File: config.mk
export PLATFORM = sky130hd
export DESIGN_NAME = mls_memory_latency_sampler
export DESIGN_NICKNAME = d
export VERILOG_FILES = /design/src/mls_memory_latency_sampler.v
export VERILOG_INCLUDE_DIRS = /design/src /design/src/src
export SDC_FILE = /design/constraint.sdc
export NUM_CORES = 1
export LEC_CHECK = 0
export BUFFER_PORTS_ARGS = -buffer_cell sky130_fd_sc_hd__buf_2
export CAP_MARGIN = 0
export CORE_ASPECT_RATIO = 1.75
export CORE_UTILIZATION = 40
export CTS_CLUSTER_DIAMETER = 150
export CTS_CLUSTER_SIZE = 8
export DETAILED_ROUTE_END_ITERATION = 8
export SYNTH_ARGS = -nofsm -noshare
export SYNTH_HDL_FRONTEND = slang
export SYNTH_SLANG_ARGS = --single-unit
File: constraint.sdc
create_clock -name clk_i -period 9.3 [get_ports clk_i]
set_input_delay 1.86 -clock clk_i [delete_from_list [all_inputs] [get_ports clk_i]]
set_output_delay 1.86 -clock clk_i [all_outputs]
set_load 0.05 [all_outputs]
File: src/mls_consts.vh
`ifndef MLS_CONSTS_VH
`define MLS_CONSTS_VH
// register offsets
`define MLS_A_EVSEL0      4'h0
`define MLS_A_EVSEL1      4'h1
`define MLS_A_CNT0        4'h2
`define MLS_A_CNT1        4'h3
`define MLS_A_THRESH      4'h4
`define MLS_A_ENABLE      4'h5
`define MLS_A_DATACFG     4'h6
`define MLS_A_LASTSRC     4'h7
`define MLS_A_LASTLAT     4'h8
`define MLS_A_LASTCLAT    4'h9
`define MLS_A_LASTADDR    4'hA
// event codes in event select low bits
`define MLS_EV_LOAD_LAT   16'h01CD
`define MLS_EV_STORE      16'h02CD
`define MLS_EV_LO         15
`define MLS_COUNT_MASK_FIELD_HI      31
`define MLS_COUNT_MASK_FIELD_LO      24
`define MLS_INV_BIT       23
`define MLS_MEMINFO_BIT   0
`define MLS_THRESH_MIN    16'h0001
// origin classes
`define MLS_SRC_UNKNOWN   4'h0
`define MLS_SRC_L1        4'h1
`define MLS_SRC_FILLBUF   4'h2
`define MLS_SRC_L2        4'h3
`define MLS_SRC_L3        4'h4
`define MLS_SRC_SIB_MISS  4'h5
`define MLS_SRC_SIB_CLEAN 4'h6
`define MLS_SRC_SIB_FWD   4'h7
`define MLS_SRC_LFAR      4'h8
`define MLS_SRC_RFAR      4'h9
`define MLS_SRC_LNEAR     4'hA
`define MLS_SRC_RNEAR     4'hB
`define MLS_SRC_RFWD      4'hC
`define MLS_SRC_RMOD      4'hD
`define MLS_SRC_IO        4'hE
`define MLS_SRC_UNCACHE   4'hF
`endif

File: src/mls_memory_latency_sampler.v
`include "mls_consts.vh"
module mls_memory_latency_sampler (
   // clock and reset
   input  wire        clk_i,
   input  wire        rst_n_i,
   // register port
   input  wire [3:0]  reg_addr_i,
   input  wire [31:0] reg_wdata_i,
   input  wire        reg_wr_i,
   input  wire        reg_rd_i,
   output wire [31:0] reg_rdata_o,
   // memory access pipeline
   input  wire        acc_dispatch_i,
   input  wire        acc_cache_start_i,
   input  wire        acc_data_return_i,
   input  wire        acc_retire_i,
   input  wire        acc_is_store_i,
   input  wire        acc_streaming_i,
   input  wire        acc_sw_prefetch_i,
   input  wire        acc_visible_i,
   input  wire [3:0]  acc_src_i,
   input  wire [7:0]  acc_aux_i,
   input  wire [31:0] acc_addr_i,
   // sample record out
   output wire        rec_valid_o,
   output wire        rec_is_store_o,
   output wire [3:0]  rec_src_o,
   output wire [7:0]  rec_aux_o,
   output wire [31:0] rec_addr_o,
   output wire [15:0] rec_inst_lat_o,
   output wire [15:0] rec_cache_lat_o
);

////////////////////////////////////////////////////////////////////////////////
// register map, word index on reg_addr_i:
//   0 event select 0, 1 event select 1
//   2 counter 0, 3 counter 1 (a write wins over a same-cycle count)
//   4 load threshold [15:0], resets to the minimum legal value
//   5 sample enable [1:0], one bit per counter
//   6 sample data config, bit 0 memory info
//   7 last record {aux, source}
//   8 last instruction latency, 9 last cache latency
//   10 last data address
//   other indices read zero and drop writes
// limitation: one access tracked at a time; a second dispatch while
// busy is taken as a re-dispatch of the tracked one
////////////////////////////////////////////////////////////////////////////////
// registers
reg [31:0] evsel0_reg;
reg [31:0] evsel1_reg;
reg [31:0] cnt0_reg;
reg [31:0] cnt1_reg;
reg [15:0] thresh_reg;
reg [1:0]  enable_reg;
reg [31:0] datacfg_reg;
reg [31:0] rdata_reg;
// measurement
reg        busy_reg;
reg        cache_run_reg;
reg        inst_run_reg;
reg [15:0] inst_lat_reg;
reg [15:0] cache_lat_reg;
// record
reg        rec_valid_reg;
reg        rec_is_store_reg;
reg [3:0]  rec_src_reg;
reg [7:0]  rec_aux_reg;
reg [31:0] rec_addr_reg;
reg [15:0] rec_inst_lat_reg;
reg [15:0] rec_cache_lat_reg;

// 16-bit latency fields: a stall beyond FFFF cycles reads as FFFF
// saturating increment so long misses never wrap to a small latency
function [15:0] mls_sat_inc;
   input [15:0] v;
   begin
      mls_sat_inc = (v == 16'hFFFF) ? v : v + 16'h0001;
   end
endfunction

function mls_is_load_ev;
   input [31:0] sel;
   begin
      mls_is_load_ev = (sel[`MLS_EV_LO:0] == `MLS_EV_LOAD_LAT);
   end
endfunction

// every one of the sixteen codes is defined, so the case is total; an
// unknown value from the pipeline falls back to the unknown class
function [3:0] mls_src_class;
   input [3:0] code;
   input       pref;
   begin
      if (pref) begin
         mls_src_class = `MLS_SRC_L1;
      end else begin
         case (code)
            `MLS_SRC_UNKNOWN:   mls_src_class = `MLS_SRC_UNKNOWN;
            `MLS_SRC_L1:        mls_src_class = `MLS_SRC_L1;
            `MLS_SRC_FILLBUF:   mls_src_class = `MLS_SRC_FILLBUF;
            `MLS_SRC_L2:        mls_src_class = `MLS_SRC_L2;
            `MLS_SRC_L3:        mls_src_class = `MLS_SRC_L3;
            `MLS_SRC_SIB_MISS:  mls_src_class = `MLS_SRC_SIB_MISS;
            `MLS_SRC_SIB_CLEAN: mls_src_class = `MLS_SRC_SIB_CLEAN;
            `MLS_SRC_SIB_FWD:   mls_src_class = `MLS_SRC_SIB_FWD;
            `MLS_SRC_LFAR:      mls_src_class = `MLS_SRC_LFAR;
            `MLS_SRC_RFAR:      mls_src_class = `MLS_SRC_RFAR;
            `MLS_SRC_LNEAR:     mls_src_class = `MLS_SRC_LNEAR;
            `MLS_SRC_RNEAR:     mls_src_class = `MLS_SRC_RNEAR;
            `MLS_SRC_RFWD:      mls_src_class = `MLS_SRC_RFWD;
            `MLS_SRC_RMOD:      mls_src_class = `MLS_SRC_RMOD;
            `MLS_SRC_IO:        mls_src_class = `MLS_SRC_IO;
            `MLS_SRC_UNCACHE:   mls_src_class = `MLS_SRC_UNCACHE;
            default:            mls_src_class = `MLS_SRC_UNKNOWN;
         endcase
      end
   end
endfunction

////////////////////////////////////////////////////////////////////////////////
// latency measurement
// timing of one tracked access:
//   dispatch edge          instruction latency loads 1
//   each following edge    +1 until the data-return edge, inclusive
//   cache-start edge       cache latency starts counting
//   data-return edge       both counters stop
//   retire edge            decision taken, record loaded on that same edge
// a retire before data return compares the count including that edge,
// so a stalled load can still cross the threshold
wire [15:0] inst_lat_now = mls_sat_inc(inst_lat_reg);
wire [15:0] cache_lat_now = (cache_run_reg | acc_cache_start_i) ?
                            mls_sat_inc(cache_lat_reg) : cache_lat_reg;

always @(posedge clk_i) begin
   if (!rst_n_i) begin
      busy_reg      <= 1'b0;
      inst_run_reg  <= 1'b0;
      cache_run_reg <= 1'b0;
      inst_lat_reg  <= 16'h0000;
      cache_lat_reg <= 16'h0000;
   end else begin
      if (acc_dispatch_i && !busy_reg) begin
         // first dispatch starts the clock, re-dispatches keep it running
         busy_reg     <= 1'b1;
         inst_run_reg <= 1'b1;
         inst_lat_reg <= 16'h0001;
         cache_lat_reg <= 16'h0000;
         cache_run_reg <= 1'b0;
      end else if (busy_reg) begin
         if (inst_run_reg)
            inst_lat_reg <= inst_lat_now;
         if (acc_cache_start_i)
            cache_run_reg <= 1'b1;
         if (cache_run_reg | acc_cache_start_i)
            cache_lat_reg <= cache_lat_now;
         if (acc_data_return_i) begin
            inst_run_reg  <= 1'b0;
            cache_run_reg <= 1'b0;
         end
         if (acc_retire_i)
            busy_reg <= 1'b0;
      end
   end
end

////////////////////////////////////////////////////////////////////////////////
// sampling decision
wire load_ev0   = mls_is_load_ev(evsel0_reg);
wire load_ev1   = mls_is_load_ev(evsel1_reg);
wire store_ev0  = (evsel0_reg[`MLS_EV_LO:0] == `MLS_EV_STORE);
wire meminfo    = datacfg_reg[`MLS_MEMINFO_BIT];
wire retire     = acc_retire_i & busy_reg;
wire [15:0] fin_lat = inst_run_reg ? inst_lat_now : inst_lat_reg;
wire over_thr   = (fin_lat > thresh_reg);
wire load_ok    = retire & ~acc_is_store_i & acc_visible_i & over_thr;
// rfo and streaming stores are taken alike, no threshold applied
wire store_ok   = retire & acc_is_store_i & (acc_streaming_i | ~acc_streaming_i);
wire hit0_load  = load_ev0 & load_ok;
wire hit1_load  = load_ev1 & load_ok;
wire hit0_store = store_ev0 & store_ok;
wire smp_load   = meminfo & ((hit0_load & enable_reg[0]) | (hit1_load & enable_reg[1]));
wire smp_store  = meminfo & hit0_store & enable_reg[0];
// prefetches return early, so cache fields read as a first-level hit
wire [3:0]  src_eff  = mls_src_class(acc_src_i, acc_sw_prefetch_i);
wire [15:0] clat_eff = acc_sw_prefetch_i ? 16'h0001 :
                       (cache_run_reg ? cache_lat_now : cache_lat_reg);

// the record holds its fields until the next sample so software can read
// the last one back at leisure; rec_valid_o marks the refresh only
always @(posedge clk_i) begin
   if (!rst_n_i) begin
      rec_valid_reg     <= 1'b0;
      rec_is_store_reg  <= 1'b0;
      rec_src_reg       <= `MLS_SRC_UNKNOWN;
      rec_aux_reg       <= 8'h00;
      rec_addr_reg      <= 32'h00000000;
      rec_inst_lat_reg  <= 16'h0000;
      rec_cache_lat_reg <= 16'h0000;
   end else begin
      rec_valid_reg <= smp_load | smp_store;
      if (smp_load | smp_store) begin
         rec_is_store_reg  <= acc_is_store_i;
         // class already decoded, all sixteen codes defined
         rec_src_reg       <= src_eff;
         rec_aux_reg       <= acc_aux_i;
         rec_addr_reg      <= acc_addr_i;
         rec_inst_lat_reg  <= acc_is_store_i ? 16'h0000 : fin_lat;
         rec_cache_lat_reg <= clat_eff;
      end
   end
end

////////////////////////////////////////////////////////////////////////////////
// register port and counters
// counting runs whether or not sampling is enabled, matching counters
// that software reads directly; read data stand one cycle only and read
// zero otherwise, so a stale value never looks like a fresh answer
wire wr_cnt0 = reg_wr_i & (reg_addr_i == `MLS_A_CNT0);
wire wr_cnt1 = reg_wr_i & (reg_addr_i == `MLS_A_CNT1);

always @(posedge clk_i) begin
   if (!rst_n_i) begin
      evsel0_reg  <= 32'h00000000;
      evsel1_reg  <= 32'h00000000;
      cnt0_reg    <= 32'h00000000;
      cnt1_reg    <= 32'h00000000;
      thresh_reg  <= `MLS_THRESH_MIN;
      enable_reg  <= 2'b00;
      datacfg_reg <= 32'h00000000;
      rdata_reg   <= 32'h00000000;
   end else begin
      if (reg_wr_i) begin
         case (reg_addr_i)
            `MLS_A_EVSEL0:  evsel0_reg  <= reg_wdata_i;
            `MLS_A_EVSEL1:  evsel1_reg  <= reg_wdata_i;
            `MLS_A_THRESH:  thresh_reg  <= reg_wdata_i[15:0];
            `MLS_A_ENABLE:  enable_reg  <= reg_wdata_i[1:0];
            `MLS_A_DATACFG: datacfg_reg <= reg_wdata_i;
            default: ;
         endcase
      end
      // a software write wins over a same-cycle count
      if (wr_cnt0)
         cnt0_reg <= reg_wdata_i;
      else if (hit0_load | hit0_store)
         cnt0_reg <= cnt0_reg + 32'h00000001;
      if (wr_cnt1)
         cnt1_reg <= reg_wdata_i;
      else if (hit1_load)
         cnt1_reg <= cnt1_reg + 32'h00000001;
      if (reg_rd_i) begin
         case (reg_addr_i)
            `MLS_A_EVSEL0:   rdata_reg <= evsel0_reg;
            `MLS_A_EVSEL1:   rdata_reg <= evsel1_reg;
            `MLS_A_CNT0:     rdata_reg <= cnt0_reg;
            `MLS_A_CNT1:     rdata_reg <= cnt1_reg;
            `MLS_A_THRESH:   rdata_reg <= {16'h0000, thresh_reg};
            `MLS_A_ENABLE:   rdata_reg <= {30'h00000000, enable_reg};
            `MLS_A_DATACFG:  rdata_reg <= datacfg_reg;
            `MLS_A_LASTSRC:  rdata_reg <= {20'h00000, rec_aux_reg, rec_src_reg};
            `MLS_A_LASTLAT:  rdata_reg <= {16'h0000, rec_inst_lat_reg};
            `MLS_A_LASTCLAT: rdata_reg <= {16'h0000, rec_cache_lat_reg};
            `MLS_A_LASTADDR: rdata_reg <= rec_addr_reg;
            default:         rdata_reg <= 32'h00000000;
         endcase
      end else begin
         rdata_reg <= 32'h00000000;
      end
   end
end

assign reg_rdata_o     = rdata_reg;
assign rec_valid_o     = rec_valid_reg;
assign rec_is_store_o  = rec_is_store_reg;
assign rec_src_o       = rec_src_reg;
assign rec_aux_o       = rec_aux_reg;
assign rec_addr_o      = rec_addr_reg;
assign rec_inst_lat_o  = rec_inst_lat_reg;
assign rec_cache_lat_o = rec_cache_lat_reg;

endmodule // mls_memory_latency_sampler

==> flow_summary.json <==
{
  "antenna_left": 0,
  "start_util": 0.406,
  "power_frac_seq": 0.463,
  "grt_pass1_wl_mm": 86.7,
  "cts_hold_buf": 0,
  "fin_crit_sh": 0.564,
  "drv_cap": 0,
  "avgSynthCellArea_um2": 7.99,
  "hold_violations": 0,
  "relSlewSlack": 0.181,
  "post_drt_via_cell_ratio": 6.02,
  "p_int_uw": 2320,
  "crit_required_ps": 9770,
  "startpoint_type": "register",
  "ys_types": 62,
  "synth_area_leaders": "dfxtp_1 (43%), nand2_1 (8.7%), o21ai_0 (5.4%)",
  "fin_crit_ps": 5240,
  "cts_buffer_depth": 3,
  "skew_ps": 19.0,
  "cts.sinks": 323,
  "port_buffers": 200,
  "drcViolationCount": 0,
  "p_per_area_mw_per_mm2": 175,
  "ys_async_sr_fraction": 0,
  "vias": 15000,
  "hp-class": "register to register",
  "drt_iter0_drc": 995,
  "grt_use_total": 0.302,
  "synth_largest_area_cell": "dfxtp_1",
  "p_leak_uw": 0.00619,
  "nFillCells": 3594,
  "dr.pass1.iters": 6,
  "grt_max_degree": 108,
  "cp_slowest_cell": "a311oi_4",
  "synth_top_cell_area_share": 0.432,
  "p_comb_frac": 0.052,
  "clk_latency_ps": 560,
  "cp-end-kind": "register",
  "path_class": "register to register",
  "dpl_cell_area_mm2": 0.0163,
  "drive_gt1_frac": 0.154,
  "final_cell_area_mm2": 0.0175,
  "netlist_area_mm2": 0.0150,
  "status": "finished clean",
  "max_freq_ghz": 0.191,
  "cts_buffers": 46,
  "synth-edff-count": 0,
  "synth_ff_type": "dfxtp_1",
  "drv_slew": 0,
  "die_h_um": 258,
  "yosys_warnings": 0,
  "rows": 93,
  "synthCells": 1874,
  "cts_resized": 0,
  "place_inst": 2429,
  "synth_seq_cells": 323,
  "dp_hpwl_mm": 41.1,
  "swShare": 0.242,
  "worst_pin_slew_ps": 1230,
  "grt_pass1_vias": 14400,
  "cts_root_buf": "clkbuf_16",
  "path_max_fanout": 18,
  "die-area_mm2": 0.0383,
  "drt-wirelength-per-cell_um": 23.5,
  "setup_violations": 0,
  "synthToLayoutAreaGrowth_pct": 16.9,
  "vdd_drop_max_mv": 0.118,
  "p_switching_uw": 742,
  "grt_overflow": 0,
  "synth_seq_area_share": 0.432,
  "clk_pin_slew_ps": 50,
  "synth_fp_nets": 1986,
  "final_cells": 2486,
  "setup_tns_ps": 0,
  "cts_tree": "yes",
  "grt_antenna_before_repair": 7,
  "htree_levels": 2,
  "place.gp.congestion": 0.975,
  "post_cts_buffers": 0,
  "p_clk_frac": 0.485,
  "dieWidth_um": 148,
  "crit_arrival_ps": 5720,
  "nNetsFinal": 2114,
  "cpPeakStageDelay_ps": 850,
  "coreArea_mm2": 0.0369,
  "rsz0062_at_grt": "false",
  "path_cells": "ha_1, and4_1, nand2_1, nor2_1, a31oi_1, a41oi_1, ha_1, nand3_1, or4_4, a21o_4, a311oi_4, o211ai_1, or3_1, a31oi_1",
  "num_io_pins": 202,
  "wirelength_mm": 58.3
}
==> logic make-up (layout without fill, tap and decap cells) <==
logic type | count (synthesis) | count (layout) | share of synthesized area
buffers and inverters | 180 | 310 | 0.0464
AOI/OAI and AO/OA | 566 | 566 | 0.235
xor gates and xnor gates | 68 | 68 | 0.0398
adders and majority gates | 20 | 20 | 0.0167
and+or+nand+nor | 700 | 700 | 0.218
other | 0 | 7 | 0
muxes | 17 | 17 | 0.0119
DFF | 323 | 323 | 0.432
==> final timing paths <==
check / depth (start not counted) / from / to / slack (ps)
setup / recovery: 14 / inst_lat_reg[0]$_SDFFE_PN0P_ / cnt0_reg[11]$_SDFFE_PN0P_ / 4060
setup reg to reg: 14 / inst_lat_reg[0]$_SDFFE_PN0P_ / cnt0_reg[11]$_SDFFE_PN0P_ / 4060
hold reg to reg: 2 / datacfg_reg[20]$_SDFFE_PN0P_ / datacfg_reg[20]$_SDFFE_PN0P_ / 450
hold / removal: 2 / datacfg_reg[20]$_SDFFE_PN0P_ / datacfg_reg[20]$_SDFFE_PN0P_ / 450
==> worst max-delay path, delay by kind of cell (launching register included) <==
family / cells / cell delay, ps
AO/OA/AOI/OAI: 6 / 2240
adder cells (fa/ha/maj): 2 / 490
flip-flops: 1 / 430
AND/OR/NAND/NOR: 6 / 2010
==> placed cells by master (no fill, tap or decap), types with 5 or more instances in the layout <==
cell type    n
dfxtp_1    323
buf_2      199
nand2_1    344
clkbuf_16   46
nor4_1       5
o21ai_0    162
o211ai_1    11
nand2b_1     9
nand3_1     98
a311oi_1     6
or4_1        9
o2111ai_1    8
ha_1        20
mux2_2       6
a31oi_1     61
a21oi_1    157
nor2_1      76
or3_1       32
nor3_2       6
a22o_1      28
inv_1       34
o31ai_1      6
nand4_1     42
a211oi_1    14
xnor2_1     19
mux2i_1     11
and3_1      18
a221oi_1    28
nor3_1       9
and2_1      11
xor2_1      49
diode_2      7
and4_1      10
buf_4       25
a22oi_1     64
==> synthesized netlist by cell type (all sizes together) (3+ instances only) <==
library cell / count
or3: 32
buf: 19
and4: 10
nand2: 348
mux2i: 11
and2: 14
a21oi: 157
and3: 18
clkbuf: 126
inv: 34
nand3b: 3
nor2: 78
nand4b: 4
nand4: 42
ha: 20
a221oi: 29
o31ai: 6
nand3: 98
a21o: 3
xor2: 49
o211ai: 11
o21ai: 162
nand2b: 9
dfxtp: 323
nor4: 7
a22o: 28
a311oi: 8
o2111ai: 8
mux2: 6
a31oi: 61
xnor2: 19
or4: 10
nor3: 15
a222oi: 4
a211oi: 14
nor2b: 4
a22oi: 64
==> metrics by stage <==
step | hold slack (ps) | util | setup WS (ps) | total power [uW]
4_1_cts | 453 | 0.474 | 4100 | 3080
3_3_place_gp | 441 | 0.441 | 4210 | 1600
3_5_place_dp | 446 | 0.441 | 4140 | 1600
5_1_grt | 470 | 0.475 | 3710 | 3140
6_report | 450 | 0.475 | 4060 | 3060
2_1_floorplan | 436 | - | 5260 | 1520
==> power by group through the flow <==
stage                     clock network, uW  registers, uW  logic, uW
final                                  1490           1420        160
after global routing                   1550           1420        171
after floorplan                           0           1440       86.4
after CTS                              1500           1420        158
after global placement                    0           1440        156
after detailed placement                  0           1440        158
==> layout make-up <==
class,instances,area [um2],area share
inverters,35,134,0.00765
clock buffers,46,1150,0.0657
well taps,475,594,0.0339
multi-input cells,1371,7890,0.450
repair buffers,225,1190,0.0682
diodes,7,17.5,0.00100
flip-flops and latches,323,6470,0.369
clock inverters,4,66.3,0.00379
==> routing by layer <==
layer / track usage / share of wire / vias up
li1: - / - / 7017
met1: 0.304 / 0.34 / 7105
met2: 0.536 / 0.51 / 654
met3: 0.0544 / 0.065 / 202
met4: 0.254 / 0.087 / 0
met5: 0 / 0 / -
No activity file was read; power rests on OpenSTA's default activity.
